File: config.mk
export PLATFORM = sky130hd
export DESIGN_NAME = mcu_host_bus
export DESIGN_NICKNAME = d
export VERILOG_FILES = /design/src/aux_pin.v /design/src/mcu_host_bus.v
export VERILOG_INCLUDE_DIRS = /design/src
export SDC_FILE = /design/constraint.sdc
export NUM_CORES = 1
export LEC_CHECK = 0
export ABC_CLOCK_PERIOD_IN_PS = 7000
export BUFFER_PORTS_ARGS = -buffer_cell sky130_fd_sc_hd__clkbuf_2
export CELL_PAD_IN_SITES_DETAIL_PLACEMENT = 2
export CELL_PAD_IN_SITES_GLOBAL_PLACEMENT = 2
export CORE_MARGIN = 2
export CORE_UTILIZATION = 34
export CTS_CLUSTER_DIAMETER = 60
export DETAILED_ROUTE_END_ITERATION = 8
export PLACE_DENSITY_LB_ADDON = 0.1
export SLEW_MARGIN = 5
export SYNTH_ARGS = -nofsm -noshare
export SYNTH_HDL_FRONTEND = slang
export SYNTH_HIERARCHICAL = 1
export SYNTH_SLANG_ARGS = --single-unit
export TNS_END_PERCENT = 1
File: constraint.sdc
create_clock -name clk -period 7 [get_ports clk]
set_clock_uncertainty 0.1 [all_clocks]
set_input_delay 1.05 -clock clk [delete_from_list [all_inputs] [get_ports clk]]
set_output_delay 1.05 -clock clk [all_outputs]
set_load 0.1 [all_outputs]
File: src/mcu_bus_defs.vh
`ifndef MCU_BUS_DEFS_VH
`define MCU_BUS_DEFS_VH
// Command opcodes on the command stream
`define OP_READ 3'h0
`define OP_READ_EXT 3'h1
`define OP_WRITE 3'h2
`define OP_WRITE_EXT 3'h3
`define OP_AUX_SET 3'h4
`define OP_AUX_READ 3'h5
`define OP_WAIT_HIGH 3'h6
`define OP_WAIT_LOW 3'h7
// Aux field positions within the aux byte
`define AUX_ZERO_BIT 0
`define AUX_IRQ_BIT 1
// Phase lengths in bus clocks (normal / stretched)
`define ADDR_SETUP_CLKS 4'h1
`define ALE_CLKS 4'h1
`define ALE_SLOW_CLKS 4'h2
`define WR_SETUP_CLKS 4'h1
`define WR_CLKS 4'h1
`define WR_SLOW_CLKS 4'h6
`define RD_CLKS 4'h1
`define RD_SLOW_CLKS 4'h5
`endif

File: src/aux_pin.v
`timescale 1ns/100ps
// One auxiliary line with direction, level and suspend pull-down
module aux_pin (
  // Clock and reset
  input wire clk,
  input wire sys_rst,
  // Control
  input wire wr_en,
  input wire dir_in,
  input wire val_in,
  input wire pull_opt,
  input wire suspend,
  // Pin
  input wire pin_i,
  output wire pin_o,
  output wire pin_oe,
  output wire pull_low,
  // State
  output reg level_r
);
  reg dir_r;
  reg val_r;
  // Stored direction and output value
  always @(posedge clk or posedge sys_rst)
  begin
    if (sys_rst)
    begin
      dir_r <= 1'b0;
      val_r <= 1'b0;
      level_r <= 1'b0;
    end
    else
    begin
      if (wr_en)
      begin
        dir_r <= dir_in;
        val_r <= val_in;
      end
      level_r <= pin_i;
    end
  end
  // Drive in output mode, weak pull only in input mode
  assign pin_o = val_r;
  assign pin_oe = dir_r;
  assign pull_low = pull_opt & suspend & ~dir_r;
endmodule // aux_pin

File: src/mcu_host_bus.v
`timescale 1ns/100ps
// Functional notes
// - Eight muxed lines carry address then data
// - Upper address on eight dedicated outputs
// - Commands set, clear or read aux lines
// - Wait commands stall until irq line level
// - After wait, continue with queued commands
// - Ready low lengthens read or write
// - Sequencing clock driven on a pin
// - Active-low select pulses per access only
// - High latch pulse captures low address
// - Write data stable around write strobe
// - Optional weak pull-down during suspend
// - Four access types; extended sets upper
// - Write phase order, select ends late
// - Ready low: latch 2, write 6
// - Read tristates bus; strobe 1 or 5
`include "mcu_bus_defs.vh"
module mcu_host_bus (
  // Clock and reset
  input wire clk,
  input wire sys_rst,
  // Command stream
  input wire cmd_valid,
  output wire cmd_ready,
  input wire [2:0] cmd_op,
  input wire [7:0] cmd_addr_hi,
  input wire [7:0] cmd_addr_lo,
  input wire [7:0] cmd_data,
  // Result stream
  output reg rsp_valid_r,
  output reg [7:0] rsp_data_r,
  // Configuration and status
  input wire pull_opt,
  input wire suspend,
  // Muxed address and data bus
  input wire [7:0] muxed_addr_data_i,
  output reg [7:0] muxed_addr_data_o_r,
  output reg muxed_addr_data_oe_r,
  output wire muxed_addr_data_pull_low,
  // Upper address and strobes
  output reg [7:0] upper_addr_r,
  output reg ale_r,
  output reg cs_n_r,
  output reg rd_n_r,
  output reg wr_n_r,
  input wire peripheral_ready_in,
  output wire bus_clock_out,
  // Auxiliary lines
  input wire aux_line_zero_i,
  output wire aux_line_zero_o,
  output wire aux_line_zero_oe,
  output wire aux_line_zero_pull_low,
  input wire aux_line_irq_wait_i,
  output wire aux_line_irq_wait_o,
  output wire aux_line_irq_wait_oe,
  output wire aux_line_irq_wait_pull_low
);
  localparam ST_IDLE = 3'h0;
  localparam ST_ADDR = 3'h1;
  localparam ST_ALE = 3'h2;
  localparam ST_SETUP = 3'h3;
  localparam ST_STROBE = 3'h4;
  localparam ST_CSEND = 3'h5;
  localparam ST_WAIT = 3'h6;
  reg [2:0] state_r;
  reg [2:0] state_nxt;
  reg [3:0] cnt_r;
  reg [3:0] cnt_nxt;
  reg [2:0] op_r;
  reg [7:0] data_r;
  reg slow_r;
  reg slow_nxt;
  reg cs_late_r;
  wire lvl_zero;
  wire lvl_irq;
  wire is_write;
  wire take;
  wire aux_wr;

  // Choose phase length from sampled ready
  function [3:0] phase_len;
    input slow;
    input [3:0] fast_len;
    input [3:0] slow_len;
    begin
      phase_len = slow ? slow_len : fast_len;
    end
  endfunction

  // Bus access opcodes have the top opcode bit clear
  function is_bus_op;
    input [2:0] op;
    begin
      is_bus_op = (op[2] == 1'b0);
    end
  endfunction

  // Only the extended accesses move the upper address byte
  function is_ext_op;
    input [2:0] op;
    begin
      is_ext_op = (op == `OP_READ_EXT) || (op == `OP_WRITE_EXT);
    end
  endfunction

  // One step of the phase counter
  function [3:0] count_down;
    input [3:0] cnt;
    begin
      count_down = cnt - 4'h1;
    end
  endfunction

  assign is_write = op_r[1];
  assign cmd_ready = (state_r == ST_IDLE);
  assign take = cmd_valid & cmd_ready;
  assign aux_wr = take & (cmd_op == `OP_AUX_SET);
  assign bus_clock_out = clk;
  // Weak pull on bus lines while they are inputs
  assign muxed_addr_data_pull_low = pull_opt & suspend & ~muxed_addr_data_oe_r;

  // Auxiliary lines: data bits carry values, address bits carry direction
  aux_pin u_aux_zero (
    .clk(clk),
    .sys_rst(sys_rst),
    .wr_en(aux_wr),
    .dir_in(cmd_addr_lo[`AUX_ZERO_BIT]),
    .val_in(cmd_data[`AUX_ZERO_BIT]),
    .pull_opt(pull_opt),
    .suspend(suspend),
    .pin_i(aux_line_zero_i),
    .pin_o(aux_line_zero_o),
    .pin_oe(aux_line_zero_oe),
    .pull_low(aux_line_zero_pull_low),
    .level_r(lvl_zero)
  );
  aux_pin u_aux_irq (
    .clk(clk),
    .sys_rst(sys_rst),
    .wr_en(aux_wr),
    .dir_in(cmd_addr_lo[`AUX_IRQ_BIT]),
    .val_in(cmd_data[`AUX_IRQ_BIT]),
    .pull_opt(pull_opt),
    .suspend(suspend),
    .pin_i(aux_line_irq_wait_i),
    .pin_o(aux_line_irq_wait_o),
    .pin_oe(aux_line_irq_wait_oe),
    .pull_low(aux_line_irq_wait_pull_low),
    .level_r(lvl_irq)
  );

  // Next state and phase counter
  always @*
  begin
    state_nxt = state_r;
    cnt_nxt = cnt_r;
    slow_nxt = slow_r;
    case (state_r)
      ST_IDLE:
      begin
        if (take)
        begin
          if (is_bus_op(cmd_op))
          begin
            state_nxt = ST_ADDR;
            cnt_nxt = `ADDR_SETUP_CLKS;
          end
          else if (cmd_op[2:1] == 2'b11)
          begin
            state_nxt = ST_WAIT;
          end
        end
      end
      ST_ADDR:
      begin
        if (cnt_r == 4'h1)
        begin
          slow_nxt = ~peripheral_ready_in;
          state_nxt = ST_ALE;
          cnt_nxt = phase_len(~peripheral_ready_in, `ALE_CLKS, `ALE_SLOW_CLKS);
        end
        else
          cnt_nxt = count_down(cnt_r);
      end
      ST_ALE:
      begin
        if (cnt_r == 4'h1)
        begin
          state_nxt = is_write ? ST_SETUP : ST_STROBE;
          if (is_write)
            cnt_nxt = `WR_SETUP_CLKS;
          else
            cnt_nxt = phase_len(slow_r | ~peripheral_ready_in, `RD_CLKS, `RD_SLOW_CLKS);
        end
        else
          cnt_nxt = count_down(cnt_r);
      end
      ST_SETUP:
      begin
        if (cnt_r == 4'h1)
        begin
          state_nxt = ST_STROBE;
          cnt_nxt = phase_len(slow_r | ~peripheral_ready_in, `WR_CLKS, `WR_SLOW_CLKS);
        end
        else
          cnt_nxt = count_down(cnt_r);
      end
      ST_STROBE:
      begin
        if (cnt_r == 4'h1)
          state_nxt = ST_CSEND;
        else
          cnt_nxt = count_down(cnt_r);
      end
      ST_CSEND:
        state_nxt = ST_IDLE;
      ST_WAIT:
      begin
        // Low opcode bit clear waits for a high line, set waits for a low one
        if (lvl_irq != op_r[0])
          state_nxt = ST_IDLE;
      end
      default:
        state_nxt = ST_IDLE;
    endcase
  end

  // Sequencer registers and bus outputs
  always @(posedge clk or posedge sys_rst)
  begin
    if (sys_rst)
    begin
      state_r <= ST_IDLE;
      cnt_r <= 4'h0;
      slow_r <= 1'b0;
      op_r <= 3'h0;
      data_r <= 8'h00;
      upper_addr_r <= 8'h00;
      muxed_addr_data_o_r <= 8'h00;
      muxed_addr_data_oe_r <= 1'b1;
      ale_r <= 1'b0;
      rd_n_r <= 1'b1;
      wr_n_r <= 1'b1;
      cs_late_r <= 1'b1;
      rsp_valid_r <= 1'b0;
      rsp_data_r <= 8'h00;
    end
    else
    begin
      state_r <= state_nxt;
      cnt_r <= cnt_nxt;
      slow_r <= slow_nxt;
      rsp_valid_r <= 1'b0;
      if (take)
      begin
        op_r <= cmd_op;
        data_r <= cmd_data;
        if (is_bus_op(cmd_op))
          muxed_addr_data_o_r <= cmd_addr_lo;
        if (is_ext_op(cmd_op))
          upper_addr_r <= cmd_addr_hi;
        if (cmd_op == `OP_AUX_READ)
        begin
          rsp_valid_r <= 1'b1;
          rsp_data_r <= {6'h00, lvl_irq, lvl_zero};
        end
      end
      ale_r <= (state_nxt == ST_ALE);
      wr_n_r <= ~(state_nxt == ST_STROBE && is_write);
      rd_n_r <= ~(state_nxt == ST_STROBE && !is_write);
      if (state_r == ST_ALE && state_nxt != ST_ALE)
      begin
        if (is_write)
          muxed_addr_data_o_r <= data_r;
        else
          muxed_addr_data_oe_r <= 1'b0;
      end
      if (state_r == ST_CSEND)
        muxed_addr_data_oe_r <= 1'b1;
      if (state_r == ST_STROBE && state_nxt == ST_CSEND && !is_write)
      begin
        rsp_valid_r <= 1'b1;
        rsp_data_r <= muxed_addr_data_i;
      end
      cs_late_r <= ~(state_nxt == ST_SETUP || state_nxt == ST_STROBE || state_nxt == ST_CSEND);
    end
  end

  // Select falls half a clock after the latch ends and rises half a clock after the strobe
  always @(negedge clk or posedge sys_rst)
  begin
    if (sys_rst)
      cs_n_r <= 1'b1;
    else
      cs_n_r <= ~((state_r == ST_SETUP) || (state_r == ST_STROBE) ||
                  (state_r != ST_CSEND && !cs_late_r));
  end
endmodule // mcu_host_bus

==> metrics.txt, run 1 <==
# TYPE chip_impl_metric gauge
chip_impl_info{name="ys_dominant_reg_cell",value="sky130_fd_sc_hd__dfrtp_1"} 1
chip_impl_metric{name="die-area",unit="sq um"} 8170
chip_impl_metric{name="setup_tns",unit="ns"} 0
chip_impl_metric{name="initial_core_util",unit="%"} 35.0
chip_impl_metric{name="multi_input_comb_area",unit="sq um"} 1070
chip_impl_metric{name="avgViaCountPerCell",unit=""} 5.07
chip_impl_metric{name="finalHoldWorstSlack",unit="ns"} 0.413
chip_impl_metric{name="die_w",unit="um"} 90.4
chip_impl_metric{name="signed_area_change_from_the_synthesized_netlist_to_the_final_layout",unit="%"} 22.6
chip_impl_metric{name="first_global_vias",unit=""} 2199
chip_impl_metric{name="cts_inserted_buffers",unit=""} 5
chip_impl_metric{name="seq_area",unit="sq um"} 1380
chip_impl_info{name="slowest_stage",value="sky130_fd_sc_hd__dfstp_2"} 1
chip_impl_metric{name="synth.net_count",unit=""} 263
chip_impl_metric{name="nNetsFinal",unit=""} 341
chip_impl_info{name="hold_path_class",value="reg -> reg"} 1
chip_impl_info{name="worstPathCellList",value="clkbuf_2"} 1
chip_impl_metric{name="synth_compound_area_share",unit="%"} 16.2
chip_impl_metric{name="cpPeakStageDelay",unit="ns"} 0.50
chip_impl_metric{name="grt_util_all_layers",unit="%"} 18.1
chip_impl_metric{name="detailedRoute.firstPassIterationCount",unit=""} 4
chip_impl_info{name="grt_setup_unrepaired",value="false"} 1
chip_impl_metric{name="cp_max_fo",unit=""} 1
chip_impl_metric{name="drive_above_1_share",unit="%"} 42.4
chip_impl_metric{name="synth_xor_area_share",unit="%"} 0.690
chip_impl_metric{name="antenna_violations_before_repair",unit=""} 0
chip_impl_metric{name="ys.warnings.count",unit=""} 6
chip_impl_metric{name="synthSimpleGateAreaFrac",unit="%"} 14.7
chip_impl_metric{name="row_count",unit=""} 31
chip_impl_info{name="synth_top_family_by_area",value="compound AO/OA/AOI/OAI gates"} 1
chip_impl_metric{name="critPathBufInv",unit=""} 1
chip_impl_metric{name="m1WireLength",unit="um"} 3020
chip_impl_metric{name="detail_route.wirelength",unit="um"} 6890
chip_impl_metric{name="gp_congestion",unit=""} 0.743
chip_impl_metric{name="count_of_h_tree_levels_built_during_cts",unit=""} 2
chip_impl_metric{name="first_pass_grt_wire_length",unit="um"} 11700
chip_impl_metric{name="critical_path_arrival",unit="ns"} 4.82
chip_impl_metric{name="synth_edf_count",unit=""} 0
chip_impl_metric{name="drv.max_cap_violation_count",unit=""} 0
chip_impl_metric{name="cts.path.max_buffers",unit=""} 2
chip_impl_metric{name="number_of_filler_cells_placed_in_the_layout",unit=""} 801
chip_impl_metric{name="synth_top_area_share",unit="%"} 49.3
chip_impl_info{name="synth.top_cells.by_count",value="sky130_fd_sc_hd__dfrtp_1 (50), sky130_fd_sc_hd__mux2_2 (22), sky130_fd_sc_hd__nand2_1 (19)"} 1
chip_impl_metric{name="cts_resized",unit=""} 0
chip_impl_metric{name="clk-insertion-delay-late",unit="ns"} 0.32
chip_impl_metric{name="route.met2.wl",unit="um"} 3490
chip_impl_metric{name="slew_violations",unit=""} 0
chip_impl_metric{name="synthesis.area_per_instance",unit="sq um"} 11.6
chip_impl_info{name="critical-path-top-delay-family",value="flip-flops"} 1
chip_impl_info{name="cts_tree",value="built"} 1
chip_impl_metric{name="synthesis.area",unit="sq um"} 2540
chip_impl_metric{name="critical_path_required",unit="ns"} 5.85
chip_impl_info{name="outcome",value="finished, final reports clean"} 1
chip_impl_metric{name="io_pins",unit=""} 82
chip_impl_metric{name="dp_cells",unit=""} 388
chip_impl_metric{name="timing.slew.headroom",unit="%"} 45.3
chip_impl_metric{name="io_buffer_count",unit=""} 81
chip_impl_metric{name="wl_per_cell",unit="um"} 17.4
chip_impl_info{name="cts-root-buf",value="sky130_fd_sc_hd__clkbuf_8"} 1
chip_impl_metric{name="coreArea",unit="sq um"} 7250
chip_impl_metric{name="ys_async_sr_fraction",unit="%"} 100
chip_impl_info{name="top_layer",value="met4"} 1
chip_impl_metric{name="route.vias.total",unit=""} 2006
chip_impl_metric{name="fin_util",unit="%"} 42.9
chip_impl_info{name="critPathLaunchType",value="flip-flop"} 1
chip_impl_metric{name="finalHoldViolations",unit=""} 0
chip_impl_metric{name="synth_cells",unit=""} 218
chip_impl_metric{name="antenna-diode-count",unit=""} 0
chip_impl_metric{name="drc",unit=""} 0
chip_impl_info{name="yosysTopAreaCell",value="sky130_fd_sc_hd__dfrtp_1"} 1
chip_impl_metric{name="worst_setup_hold_path_clk_slew",unit="ns"} 0.10
chip_impl_metric{name="final_cells",unit=""} 396
chip_impl_metric{name="chipHeight",unit="um"} 90.4
chip_impl_metric{name="drtAntennaViolNets",unit=""} 0
chip_impl_info{name="netlist_top_cells_area",value="sky130_fd_sc_hd__dfrtp_1 (49%), sky130_fd_sc_hd__mux2_2 (9.8%), sky130_fd_sc_hd__dfstp_2 (5.2%)"} 1
chip_impl_metric{name="synth.area.mux_share",unit="%"} 9.76
chip_impl_metric{name="ys_types",unit=""} 49
chip_impl_info{name="worstSetupEndpointType",value="output port"} 1
chip_impl_info{name="timing_worst_setup_path_type",value="reg -> out"} 1
chip_impl_metric{name="detailroute.wirelength.met3",unit="um"} 298
chip_impl_info{name="yosysMostFrequentCell",value="sky130_fd_sc_hd__dfrtp_1"} 1
chip_impl_metric{name="postCtsHoldBufs",unit=""} 0
chip_impl_metric{name="cts.repair_timing.setup_buffer_count",unit=""} 0
chip_impl_metric{name="drt_first_iter_violations",unit=""} 68
chip_impl_metric{name="sequential_element_share_of_the_synthesized_area",unit="%"} 54.5
chip_impl_metric{name="grt_start_max_net_pins",unit=""} 49
chip_impl_metric{name="worst_margin_pin_slew",unit="ns"} 0.819
chip_impl_metric{name="adder_cell_area_share_of_the_yosys_netlist",unit="%"} 0.986
chip_impl_metric{name="synth.ff_latch_count",unit=""} 55
chip_impl_metric{name="grt_overflow",unit=""} 0
chip_impl_metric{name="placed_wire_length_estimate",unit="um"} 5230
chip_impl_metric{name="report.final.setup_viol",unit=""} 0
==> area by class of cell <==
type                    count  share of cell area [%]
multi-input cells         144                    34.6
repair buffers             81                    13.1
inverters                   7                   0.845
flip-flops and latches     55                    44.4
well taps                  99                    3.98
clock inverters             4                   0.684
clock buffers               6                    2.37
==> sequential cells by signal (all words and copies together) (netlist names), 2 cells and up <==
signal	cells
state_r	3
upper_addr_r	8
op_r	2
cnt_r	4
muxed_addr_data_o_r	8
data_r	8
rsp_data_r	8
==> routing by layer <==
metal,vias to the layer above,track usage (%)
li1,938,-
met1,1018,23.4
met2,43,30.6
met3,7,4.26
met4,0,4.62
met5,-,0
==> placed cells by master (no fill, tap or decap), types with 2 or more instances in the layout <==
cell type	count
sky130_fd_sc_hd__a21oi_1	15
sky130_fd_sc_hd__a22o_1	7
sky130_fd_sc_hd__mux2_2	22
sky130_fd_sc_hd__nor2_1	5
sky130_fd_sc_hd__nor2b_1	5
sky130_fd_sc_hd__xnor2_1	2
sky130_fd_sc_hd__a221o_1	3
sky130_fd_sc_hd__a21o_1	2
sky130_fd_sc_hd__a2bb2oi_1	8
sky130_fd_sc_hd__ha_1	2
sky130_fd_sc_hd__clkbuf_2	81
sky130_fd_sc_hd__inv_1	8
sky130_fd_sc_hd__nor3_1	3
sky130_fd_sc_hd__o21ai_0	8
sky130_fd_sc_hd__nand2_1	19
sky130_fd_sc_hd__dfrtp_1	50
sky130_fd_sc_hd__dfstp_2	5
sky130_fd_sc_hd__and3b_1	2
sky130_fd_sc_hd__nand3_1	2
sky130_fd_sc_hd__and3_1	3
sky130_fd_sc_hd__clkbuf_8	5
sky130_fd_sc_hd__a211oi_1	2
sky130_fd_sc_hd__nand2b_1	5
sky130_fd_sc_hd__or3_1	2
sky130_fd_sc_hd__a311oi_1	2
sky130_fd_sc_hd__o21bai_1	2
sky130_fd_sc_hd__or2_2	2
==> path summary, 6_finish.rpt <==
kind	startpoint	to	slack (ns)	cells past startpoint
setup / recovery	cs_n_r	cs_n_r	1.03	1
hold / removal	upper_addr_r[3]	upper_addr_r[3]	0.41	1
setup reg to reg	state_r[2]	cs_n_r	2.00	3
hold reg to reg	upper_addr_r[3]	upper_addr_r[3]	0.41	1
max in group asynchronous	sys_rst	cs_n_r	2.67	2
min in group asynchronous	sys_rst	u_aux_zero/level_r	0.50	2
==> logic make-up after synthesis <==
kind of cell / Yosys count
buffers and inverters: 19
adder cells (fa/ha/maj): 2
flip-flops: 55
multiplexers: 22
AND/OR/NAND/NOR: 60
XOR/XNOR: 2
AO/OA/AOI/OAI: 58
==> through the flow <==
stage | area [sq um] | setup slack (ns)
detailed placement | 3020 | 1.41
CTS | 3110 | 1.02
finish | 3110 | 1.03
global route | 3110 | 0.973
floorplan | 2540 | 1.44
global placement | 3020 | 1.42
Power of run 1 is not shown: default switching activity piles up to over one toggle a cycle in this logic, so the estimate is an artifact.
==> run 2: changes to the inputs <==
--- a/config.mk
+++ b/config.mk
@@ -6,7 +6,7 @@
 export SDC_FILE = /design/constraint.sdc
 export NUM_CORES = 1
 export LEC_CHECK = 0
-export ABC_CLOCK_PERIOD_IN_PS = 7000
+export ABC_CLOCK_PERIOD_IN_PS = 7500
 export BUFFER_PORTS_ARGS = -buffer_cell sky130_fd_sc_hd__clkbuf_2
 export CELL_PAD_IN_SITES_DETAIL_PLACEMENT = 2
 export CELL_PAD_IN_SITES_GLOBAL_PLACEMENT = 2
@@ -15,7 +15,7 @@
 export CTS_CLUSTER_DIAMETER = 60
 export DETAILED_ROUTE_END_ITERATION = 8
 export PLACE_DENSITY_LB_ADDON = 0.1
-export SLEW_MARGIN = 5
+export SLEW_MARGIN = 10
 export SYNTH_ARGS = -nofsm -noshare
 export SYNTH_HDL_FRONTEND = slang
 export SYNTH_HIERARCHICAL = 1
==> constraint.sdc (replaced) <==
create_clock -name clk -period 7.5 [get_ports clk]
set_clock_uncertainty 0.1 [all_clocks]
set_input_delay 1.125 -clock clk [delete_from_list [all_inputs] [get_ports clk]]
set_output_delay 1.125 -clock clk [all_outputs]
set_load 0.1 [all_outputs]
==> metrics.txt, run 2 (synthesis gave the netlist of run 1 again) <==
# TYPE chip_impl_metric gauge
chip_impl_info{name="outcome",value="finished, final reports clean"} 1
chip_impl_metric{name="drv.max_cap_violation_count",unit=""} 0
chip_impl_metric{name="slew_violations",unit=""} 0
chip_impl_metric{name="grt_util_all_layers",unit="%"} 17.4
chip_impl_metric{name="met3_usage_grt",unit="%"} 4.09
chip_impl_metric{name="detail_route.wirelength",unit="um"} 6750
chip_impl_metric{name="cpPeakStageDelay",unit="ns"} 0.51
chip_impl_metric{name="signed_area_change_from_the_synthesized_netlist_to_the_final_layout",unit="%"} 22.6
chip_impl_info{name="commonest_cells_after_routing_fill_and_taps_aside",value="sky130_fd_sc_hd__clkbuf_2 (81), sky130_fd_sc_hd__dfrtp_1 (50), sky130_fd_sc_hd__mux2_2 (22), sky130_fd_sc_hd__nand2_1 (19), sky130_fd_sc_hd__a21oi_1 (15)"} 1
chip_impl_metric{name="worst_setup_hold_path_clk_slew",unit="ns"} 0.10
chip_impl_info{name="hold_path_class",value="reg -> reg"} 1
chip_impl_metric{name="die_w",unit="um"} 90.4
chip_impl_metric{name="critical_path_arrival",unit="ns"} 5.07
chip_impl_metric{name="wl_per_cell",unit="um"} 17.0
chip_impl_metric{name="route.vias.total",unit=""} 2027
chip_impl_metric{name="postPlaceCellArea",unit="sq um"} 3020
chip_impl_info{name="worstPathCellList",value="clkbuf_2"} 1
chip_impl_metric{name="multi_input_comb_area",unit="sq um"} 1070
chip_impl_metric{name="worst_margin_pin_slew",unit="ns"} 0.793
chip_impl_info{name="worstSetupEndpointType",value="output port"} 1
chip_impl_info{name="worst_r2r_startpoint",value="state_r[2]"} 1
chip_impl_metric{name="drt_first_iter_violations",unit=""} 47
chip_impl_metric{name="coreArea",unit="sq um"} 7250
chip_impl_metric{name="placed_wire_length_estimate",unit="um"} 5110
chip_impl_metric{name="grt_start_max_net_pins",unit=""} 49
chip_impl_metric{name="setup_tns",unit="ns"} 0
chip_impl_info{name="mostFrequentLayoutCell",value="sky130_fd_sc_hd__clkbuf_2"} 1
chip_impl_info{name="slowest_stage",value="sky130_fd_sc_hd__dfstp_2"} 1
chip_impl_metric{name="globalRouteMet2Util",unit="%"} 29.7
chip_impl_info{name="globalRoute.busiestLayer",value="met2"} 1
chip_impl_metric{name="detailedRoute.firstPassIterationCount",unit=""} 4
chip_impl_metric{name="fin_util",unit="%"} 42.9
chip_impl_info{name="cts_tree",value="built"} 1
chip_impl_metric{name="drive_above_1_share",unit="%"} 42.4
chip_impl_metric{name="cp_max_fo",unit=""} 1
chip_impl_info{name="grt_setup_unrepaired",value="false"} 1
chip_impl_metric{name="grt_overflow",unit=""} 0
chip_impl_metric{name="chipHeight",unit="um"} 90.4
chip_impl_metric{name="cts_resized",unit=""} 0
chip_impl_metric{name="first_pass_grt_wire_length",unit="um"} 11400
chip_impl_metric{name="antenna-diode-count",unit=""} 0
chip_impl_metric{name="finalHoldViolations",unit=""} 0
chip_impl_metric{name="cts_inserted_buffers",unit=""} 5
chip_impl_metric{name="first_global_vias",unit=""} 2190
chip_impl_metric{name="drc",unit=""} 0
chip_impl_metric{name="seq_area",unit="sq um"} 1380
chip_impl_metric{name="final_cell_area",unit="sq um"} 3110
chip_impl_metric{name="io_buffer_count",unit=""} 81
chip_impl_metric{name="number_of_filler_cells_placed_in_the_layout",unit=""} 800
chip_impl_metric{name="die-area",unit="sq um"} 8170
chip_impl_metric{name="critical_path_required",unit="ns"} 6.27
chip_impl_metric{name="gp_congestion",unit=""} 0.745
chip_impl_metric{name="row_count",unit=""} 31
chip_impl_metric{name="postCtsHoldBufs",unit=""} 0
chip_impl_metric{name="critPathBufInv",unit=""} 1
chip_impl_info{name="timing_worst_setup_path_type",value="reg -> out"} 1
chip_impl_metric{name="drtAntennaViolNets",unit=""} 0
chip_impl_metric{name="clk-insertion-delay-late",unit="ns"} 0.31
chip_impl_metric{name="antenna_violations_before_repair",unit=""} 0
chip_impl_metric{name="io_pins",unit=""} 82
chip_impl_info{name="cts-root-buf",value="sky130_fd_sc_hd__clkbuf_8"} 1
chip_impl_metric{name="use_met1",unit="%"} 22.6
chip_impl_metric{name="initial_core_util",unit="%"} 35.0
chip_impl_metric{name="cts.path.max_buffers",unit=""} 2
chip_impl_info{name="hold_start",value="rsp_data_r[2]"} 1
chip_impl_metric{name="cts.repair_timing.setup_buffer_count",unit=""} 0
chip_impl_info{name="critical_path.startpoint",value="cs_n_r"} 1
chip_impl_info{name="critical-path-top-delay-family",value="flip-flops"} 1
chip_impl_info{name="critPathLaunchType",value="flip-flop"} 1
chip_impl_metric{name="avgViaCountPerCell",unit=""} 5.12
chip_impl_metric{name="nNetsFinal",unit=""} 341
chip_impl_metric{name="report.final.setup_viol",unit=""} 0
chip_impl_metric{name="count_of_h_tree_levels_built_during_cts",unit=""} 2
chip_impl_metric{name="timing.slew.headroom",unit="%"} 47.1
[run 2: layer usage]
| metal | vias up | share of wire [%] |
|---|---|---|
| li1 | 943 | - |
| met1 | 1034 | 45 |
| met2 | 45 | 50 |
| met3 | 5 | 4.6 |
| met4 | 0 | 0.82 |
| met5 | - | 0 |
[run 2: worst reg2reg max path, delay by kind of cell (launching register included)]
family	cells	cell delay, ns
AOI/OAI and AO/OA	2	0.16
DFF	1	0.68
and+or+nand+nor	1	0.55
[run 2: area by class of cell]
type / count / share of cell area, %
clock buffers: 7 / 2.49
multi-input cells: 144 / 34.6
well taps: 99 / 3.98
clock inverters: 3 / 0.563
repair buffers: 81 / 13.1
inverters: 7 / 0.845
flip-flops and latches: 55 / 44.4
[run 2: per-stage QoR]
stage                     hold WS, ns  worst slack [ns]  cells
after floorplan                 0.377              1.61    218
after global placement          0.383              1.59    388
after detailed placement        0.383              1.58    388
after CTS                       0.417              1.19    396
after global routing            0.427              1.17    396
final                           0.413              1.20    396
[run 2: worst paths after layout]
path,end,slack [ns],cells after the start
max reg2reg,cs_n_r,2.24,3
min,rsp_data_r[2],0.41,1
min reg2reg,rsp_data_r[2],0.41,1
max,cs_n_r,1.20,1
max in group asynchronous,cs_n_r,2.84,2
min in group asynchronous,u_aux_irq/pin_oe,0.58,2
Power of run 2 is left out for the same reason.
==> run 3: changes to the inputs <==
--- a/config.mk
+++ b/config.mk
@@ -6,12 +6,12 @@
 export SDC_FILE = /design/constraint.sdc
 export NUM_CORES = 1
 export LEC_CHECK = 0
-export ABC_CLOCK_PERIOD_IN_PS = 7500
+export ABC_CLOCK_PERIOD_IN_PS = 5100
 export BUFFER_PORTS_ARGS = -buffer_cell sky130_fd_sc_hd__clkbuf_2
 export CELL_PAD_IN_SITES_DETAIL_PLACEMENT = 2
 export CELL_PAD_IN_SITES_GLOBAL_PLACEMENT = 2
 export CORE_MARGIN = 2
-export CORE_UTILIZATION = 34
+export CORE_UTILIZATION = 28
 export CTS_CLUSTER_DIAMETER = 60
 export DETAILED_ROUTE_END_ITERATION = 8
 export PLACE_DENSITY_LB_ADDON = 0.1
==> constraint.sdc (replaced) <==
create_clock -name clk -period 5.1 [get_ports clk]
set_clock_uncertainty 0.1 [all_clocks]
set_input_delay 0.765 -clock clk [delete_from_list [all_inputs] [get_ports clk]]
set_output_delay 0.765 -clock clk [all_outputs]
set_load 0.1 [all_outputs]
==> metrics.txt, run 3 (synthesis gave the netlist of run 1 again) <==
# TYPE chip_impl_metric gauge
chip_impl_info{name="outcome",value="finished, final reports clean"} 1
chip_impl_metric{name="nNetsFinal",unit=""} 344
chip_impl_metric{name="io_buffer_count",unit=""} 81
chip_impl_metric{name="wl_per_cell",unit="um"} 17.3
chip_impl_metric{name="gp_congestion",unit=""} 0.711
chip_impl_metric{name="placed_wire_length_estimate",unit="um"} 5290
chip_impl_metric{name="cts_inserted_buffers",unit=""} 5
chip_impl_metric{name="detail_route.wirelength",unit="um"} 7050
chip_impl_metric{name="cts_resized",unit=""} 0
chip_impl_info{name="grt_setup_unrepaired",value="false"} 1
chip_impl_info{name="cts-root-buf",value="sky130_fd_sc_hd__clkbuf_8"} 1
chip_impl_metric{name="grt_overflow",unit=""} 0
chip_impl_metric{name="io_pins",unit=""} 82
chip_impl_info{name="critical-path-top-delay-family",value="flip-flops"} 1
chip_impl_metric{name="chipHeight",unit="um"} 99.2
chip_impl_metric{name="critical_path_arrival",unit="ns"} 3.86
chip_impl_metric{name="signed_area_change_from_the_synthesized_netlist_to_the_final_layout",unit="%"} 24.3
chip_impl_metric{name="drv.max_cap_violation_count",unit=""} 0
chip_impl_metric{name="finalHoldViolations",unit=""} 0
chip_impl_info{name="worstSetupEndpointType",value="output port"} 1
chip_impl_metric{name="report.final.setup_viol",unit=""} 0
chip_impl_metric{name="die_w",unit="um"} 99.2
chip_impl_metric{name="critPathBufInv",unit=""} 1
chip_impl_metric{name="cts.repair_timing.setup_buffer_count",unit=""} 0
chip_impl_metric{name="grt_util_all_layers",unit="%"} 15.2
chip_impl_metric{name="cpPeakStageDelay",unit="ns"} 0.50
chip_impl_metric{name="initial_core_util",unit="%"} 29.0
chip_impl_metric{name="die-area",unit="sq um"} 9840
chip_impl_metric{name="drt_first_iter_violations",unit=""} 58
chip_impl_metric{name="worst_setup_hold_path_clk_slew",unit="ns"} 0.11
chip_impl_metric{name="drtAntennaViolNets",unit=""} 0
chip_impl_metric{name="drc",unit=""} 0
chip_impl_info{name="timing_worst_setup_path_type",value="reg -> out"} 1
chip_impl_metric{name="drive_above_1_share",unit="%"} 43.0
chip_impl_metric{name="first_global_vias",unit=""} 2254
chip_impl_info{name="commonest_cells_after_routing_fill_and_taps_aside",value="sky130_fd_sc_hd__clkbuf_2 (81), sky130_fd_sc_hd__dfrtp_1 (50), sky130_fd_sc_hd__mux2_2 (22), sky130_fd_sc_hd__nand2_1 (19), sky130_fd_sc_hd__a21oi_1 (15)"} 1
chip_impl_metric{name="row_count",unit=""} 34
chip_impl_metric{name="cts.path.max_buffers",unit=""} 2
chip_impl_metric{name="placement.setup.worst_slack",unit="ns"} 0.744
chip_impl_metric{name="slew_violations",unit=""} 0
chip_impl_metric{name="grt_start_max_net_pins",unit=""} 49
chip_impl_info{name="worstPathCellList",value="clkbuf_2"} 1
chip_impl_metric{name="postCtsHoldBufs",unit=""} 0
chip_impl_metric{name="avgViaCountPerCell",unit=""} 4.90
chip_impl_metric{name="setup_tns",unit="ns"} 0
chip_impl_metric{name="timing.slew.headroom",unit="%"} 40.2
chip_impl_metric{name="antenna_violations_before_repair",unit=""} 0
chip_impl_metric{name="first_pass_grt_wire_length",unit="um"} 11900
chip_impl_metric{name="clk-insertion-delay-late",unit="ns"} 0.31
chip_impl_info{name="hold_path_class",value="in -> async"} 1
chip_impl_metric{name="detailedRoute.firstPassIterationCount",unit=""} 4
chip_impl_metric{name="postLayoutSetupSlackWorst",unit="ns"} 0.371
chip_impl_metric{name="antenna-diode-count",unit=""} 0
chip_impl_info{name="cts_tree",value="built"} 1
chip_impl_metric{name="number_of_filler_cells_placed_in_the_layout",unit=""} 961
chip_impl_metric{name="dp_cells",unit=""} 400
chip_impl_info{name="critPathLaunchType",value="flip-flop"} 1
chip_impl_info{name="slowest_stage",value="sky130_fd_sc_hd__dfstp_2"} 1
chip_impl_metric{name="coreArea",unit="sq um"} 8760
chip_impl_info{name="mostFrequentLayoutCell",value="sky130_fd_sc_hd__clkbuf_2"} 1
chip_impl_metric{name="critical_path_required",unit="ns"} 4.24
chip_impl_metric{name="final_cells",unit=""} 408
chip_impl_metric{name="route.vias.total",unit=""} 1998
chip_impl_metric{name="count_of_h_tree_levels_built_during_cts",unit=""} 2
chip_impl_metric{name="worst_margin_pin_slew",unit="ns"} 0.894
chip_impl_metric{name="cp_max_fo",unit=""} 1
run 3: changes by cell type in the layout (fill, tap and decap cells not counted), sizes merged:
| cell | previous run | this run |
|---|---|---|
| inv | 9 | 8 |
| buf | 1 | 4 |
| clkbuf | 87 | 88 |
run 3: path summary, 6_finish.rpt:
check	slack, ns	to	cells past startpoint	startpoint
worst max-delay path	0.37	cs_n_r	1	cs_n_r
worst min-delay path	0.22	u_aux_irq/pin_o	2	sys_rst
worst max register to register	1.18	cs_n_r	4	state_r[0]
worst min register to register	0.41	upper_addr_r[7]	1	upper_addr_r[7]
max in group asynchronous	1.98	cs_n_r	2	sys_rst
min in group clk	0.41	upper_addr_r[7]	1	upper_addr_r[7]
run 3: layout make-up:
type	count	area [sq um]	area share, %
multi-input cells	144	1070	34.1
clock inverters	2	12.5	0.397
repair buffers	84	430	13.7
well taps	108	135	4.29
clock buffers	8	91.3	2.90
inverters	7	26.3	0.833
flip-flops and latches	55	1380	43.8
run 3: metrics by stage:
stage | util (%) | hold slack, ns | cell area [sq um]
2_1_floorplan | - | 0.377 | 2540
3_3_place_gp | 34.9 | 0.387 | 3060
3_5_place_dp | 34.9 | 0.391 | 3060
4_1_cts | 36.0 | 0.207 | 3150
5_1_grt | 36.0 | 0.230 | 3150
6_report | 36.0 | 0.220 | 3150
run 3: per-layer routing:
| metal | up-vias | global-route usage (%) | wire length, um |
|---|---|---|---|
| met5 | - | 0 | 0 |
| li1 | 943 | - | - |
| met4 | 0 | 3.48 | 63 |
| met1 | 1008 | 20.8 | 3260 |
| met2 | 40 | 24.7 | 3440 |
| met3 | 7 | 3.23 | 281 |
Power of run 3 is left out for the same reason.
